==> config.mk <==
export PLATFORM = sky130hd
export DESIGN_NAME = diag_result_regs
export DESIGN_NICKNAME = d
export VERILOG_FILES = /design/src/diag_result_pkg.sv /design/src/diag_result_regs.sv
export SDC_FILE = /design/constraint.sdc
export NUM_CORES = 1
export LEC_CHECK = 0
export BUFFER_PORTS_ARGS = -buffer_cell sky130_fd_sc_hd__buf_2
export CORE_UTILIZATION = 36
export CTS_BUF_LIST = sky130_fd_sc_hd__clkbuf_8
export CTS_CLUSTER_SIZE = 8
export DETAILED_ROUTE_END_ITERATION = 8
export GPL_TIMING_DRIVEN = 0
export PLACE_DENSITY = 0.78
export SLEW_MARGIN = 0
export SYNTH_ARGS = -nofsm -noshare
export SYNTH_HDL_FRONTEND = slang
export SYNTH_SLANG_ARGS = --single-unit
==> constraint.sdc <==
create_clock -name mclk -period 1.6 [get_ports mclk]
set_input_delay 0.16 -clock mclk [delete_from_list [all_inputs] [get_ports mclk]]
set_output_delay 0.16 -clock mclk [all_outputs]
set_load 0.02 [all_outputs]
==> src/diag_result_pkg.sv <==
// Package for the cable diagnostic result register bank.
// Assumes an AHB-Lite slave with 32-bit data and one register per aligned word.
package diag_result_pkg;

    // Printed offsets are register indices; byte address is four times the index
    localparam logic [11:0] IDX_AMP2     = 12'h186;
    localparam logic [11:0] IDX_AMP3     = 12'h187;
    localparam logic [11:0] IDX_AMP4     = 12'h188;
    localparam logic [11:0] IDX_AMP5     = 12'h189;
    localparam logic [11:0] IDX_GENERAL  = 12'h18A;
    localparam logic [11:0] IDX_IRQ_STAT = 12'h190;
    localparam logic [11:0] IDX_IRQ_MASK = 12'h191;
    localparam logic [11:0] IDX_DONE     = 12'h192;

    localparam int AMP_HI_LSB   = 8;
    localparam int AMP_LO_LSB   = 0;
    localparam int POL_TX_LSB   = 11;
    localparam int POL_RX_LSB   = 6;
    localparam int CROSS_TX_BIT = 5;
    localparam int CROSS_RX_BIT = 4;
    localparam int OVER_TX_BIT  = 3;
    localparam int OVER_RX_BIT  = 2;

    localparam logic [15:0] RESULT_RESET = 16'h0000;
    localparam logic [1:0]  IRQ_RESET    = 2'h0;
    localparam int          IRQ_DONE_BIT = 0;
    localparam int          IRQ_FAULT_BIT = 1;

    typedef logic [6:0] amp_t;

    // One complete reflectometry result as delivered by the measurement engine
    typedef struct packed {
        amp_t [4:0] tx_amp;
        amp_t [4:0] rx_amp;
        logic [4:0] tx_pol;
        logic [4:0] rx_pol;
        logic       cross_tx;
        logic       cross_rx;
        logic       over_tx;
        logic       over_rx;
    } diag_result_s;

endpackage : diag_result_pkg

==> src/diag_result_regs.sv <==
// Result register bank of the cable diagnostic engine, AHB-Lite slave.
// Assumes the engine presents a full result with a one-cycle result_valid
// pulse on mclk; diag_start restarts a run and clears the done indication.
// Summary of operation
// - Results valid only once done reads one
// - Reserved bits ignore writes, read zero
// - 0x186: tx peak four high, three low
// - 0x187: rx peak one high, tx five low
// - 0x188: rx peak three high, two low
// - 0x189: rx peak five high, four low
// - Amplitudes stored as measured reflection magnitude
// - General bits 15:11: tx polarities five..one
// - General bits 10:6: rx polarities five..one
// - Bit 5: cross reflection on tx pair
// - Bit 4: cross reflection on rx pair
// - Bit 3: over five tx reflections
// - Bit 2: over five rx reflections
`timescale 1ns/1ps
module diag_result_regs
    import diag_result_pkg::*;
(
    input  wire logic                         mclk,
    input  wire logic                         sys_rst,
    input  wire logic                         hsel,
    input  wire logic [31:0]                  haddr,
    input  wire logic [1:0]                   htrans,
    input  wire logic                         hwrite,
    input  wire logic [2:0]                   hsize,
    input  wire logic [31:0]                  hwdata,
    input  wire logic                         hready,
    output logic      [31:0]                  hrdata,
    output logic                              hreadyout,
    output logic                              hresp,
    input  wire logic                         diag_start,
    input  wire logic                         result_valid,
    input  wire diag_result_pkg::diag_result_s result_in,
    output logic                              diag_done,
    output logic                              irq
);
    import diag_result_pkg::*;

    diag_result_s res;
    logic [1:0]   irq_stat;
    logic [1:0]   irq_mask;
    logic         wr_pend;
    logic [11:0]  wr_idx;
    logic [15:0]  rd_word;
    logic [11:0]  a_idx;
    logic [1:0]   w1c;
    logic [1:0]   irq_set;

    assign a_idx = haddr[13:2];

    // Whole result captured in one edge so no mix of runs is visible
    always_ff @(posedge mclk) begin
        if (sys_rst) begin
            res <= '0;
        end else if (result_valid) begin
            res <= result_in;
        end
    end

    // Done follows the same edge that loads the result
    always_ff @(posedge mclk) begin
        if (sys_rst) begin
            diag_done <= 1'b0;
        end else if (result_valid) begin
            diag_done <= 1'b1;
        end else if (diag_start) begin
            diag_done <= 1'b0;
        end
    end

    // Read mux; amplitude and result registers are read-only
    always_comb begin
        rd_word = RESULT_RESET;
        unique case (a_idx)
            IDX_AMP2: begin
                rd_word[AMP_HI_LSB +: 7] = res.tx_amp[3];
                rd_word[AMP_LO_LSB +: 7] = res.tx_amp[2];
            end
            IDX_AMP3: begin
                rd_word[AMP_HI_LSB +: 7] = res.rx_amp[0];
                rd_word[AMP_LO_LSB +: 7] = res.tx_amp[4];
            end
            IDX_AMP4: begin
                rd_word[AMP_HI_LSB +: 7] = res.rx_amp[2];
                rd_word[AMP_LO_LSB +: 7] = res.rx_amp[1];
            end
            IDX_AMP5: begin
                rd_word[AMP_HI_LSB +: 7] = res.rx_amp[4];
                rd_word[AMP_LO_LSB +: 7] = res.rx_amp[3];
            end
            IDX_GENERAL: begin
                rd_word[POL_TX_LSB +: 5] = res.tx_pol;
                rd_word[POL_RX_LSB +: 5] = res.rx_pol;
                rd_word[CROSS_TX_BIT]    = res.cross_tx;
                rd_word[CROSS_RX_BIT]    = res.cross_rx;
                rd_word[OVER_TX_BIT]     = res.over_tx;
                rd_word[OVER_RX_BIT]     = res.over_rx;
            end
            IDX_IRQ_STAT: rd_word[1:0] = irq_stat;
            IDX_IRQ_MASK: rd_word[1:0] = irq_mask;
            IDX_DONE:     rd_word[0]   = diag_done;
            default:      rd_word = RESULT_RESET;
        endcase
    end

    // Zero-wait slave: read data registered at the address phase edge
    always_ff @(posedge mclk) begin
        if (sys_rst) begin
            hrdata    <= 32'h0000_0000;
            hreadyout <= 1'b1;
            hresp     <= 1'b0;
        end else begin
            hreadyout <= 1'b1;
            hresp     <= 1'b0;
            if (hsel && hready && htrans[1] && !hwrite) begin
                hrdata <= {16'h0000, rd_word};
            end
        end
    end

    // Writes land on the following edge when hwdata is valid
    always_ff @(posedge mclk) begin
        if (sys_rst) begin
            wr_pend <= 1'b0;
            wr_idx  <= 12'h000;
        end else begin
            wr_pend <= hsel && hready && htrans[1] && hwrite;
            wr_idx  <= a_idx;
        end
    end

    // Only the mask and the status are writable; result writes are dropped
    always_ff @(posedge mclk) begin
        if (sys_rst) begin
            irq_mask <= IRQ_RESET;
        end else if (wr_pend && wr_idx == IDX_IRQ_MASK) begin
            irq_mask <= hwdata[1:0];
        end
    end

    assign w1c     = (wr_pend && wr_idx == IDX_IRQ_STAT) ? hwdata[1:0] : 2'h0;
    assign irq_set = {result_valid && (result_in.cross_tx || result_in.cross_rx
                                       || result_in.over_tx || result_in.over_rx),
                      result_valid};

    // Set wins over a simultaneous write-one clear
    always_ff @(posedge mclk) begin
        if (sys_rst) begin
            irq_stat <= IRQ_RESET;
        end else begin
            irq_stat <= (irq_stat & ~w1c) | irq_set;
        end
    end

    always_ff @(posedge mclk) begin
        if (sys_rst) begin
            irq <= 1'b0;
        end else begin
            irq <= |(((irq_stat & ~w1c) | irq_set) & irq_mask);
        end
    end

endmodule : diag_result_regs

==> impl_metrics.yaml <==
clock_tree:
  cts_buffers: 9
  cts_max_level: 3
  post_cts_buffers: 0
  cts_sinks: 105
  clk_latency_ps: 370
  tritoncts: "built"
  path_clk_slew_ps: 100
  hold_buffers: 0
  cts_max_path_buffers: 2
  root_buffer: "clkbuf_8"
die:
  die_x_um: 115
  core_area_um2: 12200
  die_area_um2: 13100
  io_pins: 196
  die_h_um: 115
  start_util_pct: 37.4
  core.rowCount: 40
synthesis:
  synth.area.top_cells: "dfxtp_1 46%, mux2i_1 21%, nor2_1 7.6%"
  synth_area_um2: 4570
  ys_seq_elements: 105
  synth_edf_count: 0
  synth_most_common_cell: "dfxtp_1"
  synth_warnings: 0
  async_reset_ff_share_pct: 0
  avgSynthCellArea_um2: 9.44
  synth_common_cells: "105 x dfxtp_1, 96 x mux2i_1, 93 x nor2_1"
  netlist.area_leader.share_pct: 46.0
  yosysSeqAreaShare_pct: 46.0
  synthCells: 484
  synth_top_area_cell: "dfxtp_1"
  synth_cell_types: 41
  synthFlopType: "dfxtp_1"
drt:
  viasPerCell: 4.85
  met1Wirelength_um: 5380
  vias: 3830
  met2_length_um: 5860
  drt_iter0_drc: 324
  routed.top_layer: "met4"
  wl_per_cell_um: 15.6
  postRouteAntennaNets: 0
  drt_wl_total_um: 12300
  wl_met3_um: 880
  drc: 0
  dr.pass1.iters: 5
final_layout:
  drive_gt1_share_pct: 24.4
  seq_area_um2: 2100
  area_growth_pct: 21.9
  nets: 777
  utilization_pct: 45.6
  n_antenna_cell: 0
  multiInputGateArea_um2: 2230
  post_layout_nonfiller_instances: 790
  fillCellCount: 1246
  design_area_um2: 5570
sta:
  finalSetupViolations: 0
  post-route-period-util_pct: 93.8
  clock_skew_ps: 8.20
  tns_ps: 0
  hold_ws_ps: 8.56
  hold_viol_final: 0
  relSlewSlack_pct: 42.7
  slew_viol_final: 0
  setup_ws_ps: 99.7
  worst_slew_pin_slew_ps: 860
  rsz0062_at_grt: "no"
  post-route-min-period_ps: 1500
  fmax_ghz: 0.667
power:
  power.total_mw: 5.16
  p_sw_mw: 1.35
  peakVddDrop_v: 0.000575
  comb_power_share_pct: 13.3
  pwr_density_cell_nw_per_um2: 927
  sw_frac_of_total_pct: 26.1
  power_leakage_nw: 2.53
  p_int_mw: 3.81
  pwr-share-seq_pct: 54.7
  power.share.clock_pct: 32.0
outcome:
  status: "complete, no violations"
job:
  drv_cap: 0
placed_design:
  pre_cts_slack_ps: -372
  globalplace.congestion: 0.908
  placed_area_um2: 5370
  dpl.hpwl_um: 9560
  dp_cells: 774
  io_buffer_count: 106
global_routing:
  grt_max_degree: 17
  antenna_found_initial: 0
  grt_first_pass_wirelength_um: 18700
  grt_usage_pct: 19.3
  grt_overflow: 0
  first_global_vias: 3533
setup_path:
  worstSetupStartpointType: "input pin"
  critPathRequiredTime_ps: 1880
  crit_path_end_kind: "flip-flop"
  reg2reg_depth: 4
  worst-setup-path-type: "input pin to flip-flop"
  arrival_ps: 1780
  crit_fanout: 10
worst_hold_path:
  hold_class: "input pin to flip-flop"
  whs_path_depth: 2
==> flip-flops by register name (all words and copies together), names as in the netlist <==
register / flops
diag_done: 1
irq_stat: 2
res: 70
wr_idx: 12
wr_pend: 1
hrdata: 16
irq_mask: 2
irq: 1
==> final timing paths <==
check / start / to / slack [ps]
max: haddr[7] / hrdata[13] / 100
min: hwdata[0] / irq_stat[0] / 9
max reg2reg: wr_idx[9] / irq_mask[1] / 200
min reg2reg: hrdata[7] / hrdata[7] / 460
==> placed cells by master (no fill, tap or decap), types with 2 or more instances in the layout <==
cell / netlist / routed
buf_2: 3 / 109
dfxtp_1: 105 / 105
mux2i_1: 96 / 96
nor2_1: 93 / 93
nor3_1: 29 / 29
clkbuf_1: 24 / 23
buf_4: 18 / 18
conb_1: 2 / 18
nor2b_1: 13 / 13
o21ai_0: 13 / 13
a211oi_1: 12 / 12
a21oi_1: 11 / 11
clkbuf_8: 0 / 10
buf_1: 7 / 6
inv_1: 5 / 6
nand2_1: 6 / 6
nor4b_1: 5 / 5
nand3_1: 4 / 4
nand3b_1: 4 / 4
a221oi_1: 4 / 4
nand4_1: 3 / 3
clkinv_2: 0 / 3
nor4_1: 2 / 2
a311oi_1: 2 / 2
or2_2: 2 / 2
clkbuf_2: 0 / 2
nand2b_1: 2 / 2
nor4_4: 2 / 2
o2111ai_1: 2 / 2
==> area by class of cell <==
cell class	instances	area share [%]
multi-input combinational	337	40.1
inverter	5	0.337
clock inverter	6	1.03
tap	168	3.78
buffer	53	5.03
clock buffer	10	2.47
sequential	105	37.8
timing repair buffer	106	9.53
==> power groups by stage <==
stage / registers (mW) / logic (mW) / clock network, mW
after global routing: 2.84 / 0.753 / 1.77
after global placement: 2.88 / 0.673 / 0
after detailed placement: 2.88 / 0.681 / 0
after floorplan: 2.87 / 0.432 / 0
final: 2.82 / 0.686 / 1.65
after CTS: 2.82 / 0.684 / 1.68
==> kinds of logic after synthesis <==
family	synth area share, %
AOI/OAI and AO/OA	7.09
buffers and inverters	6.49
DFF	46.0
muxes	21.0
other	0.164
and+or+nand+nor	19.2
==> routing by layer <==
layer  track usage, %  vias up
met2             31.8      144
met3             4.87       17
met1             25.3     1757
met5                0        -
met4             4.42        0
li1                 -     1912
==> critical path, cell delays in order <==
cell and delay (ps):
buf_2 120, or3b_1 370, clkbuf_1 220, clkbuf_2 250
nor3_1 250, o21ai_0 180, a211oi_1 230
==> repair_timing <==
| item | CTS | global route |
|---|---|---|
| endpoints found under the hold margin | 0 | 0 |
| setup endpoints to repair | 0 | 9 |
| gates resized for setup | 0 | 3 |
(Power assumes the default switching activity.)
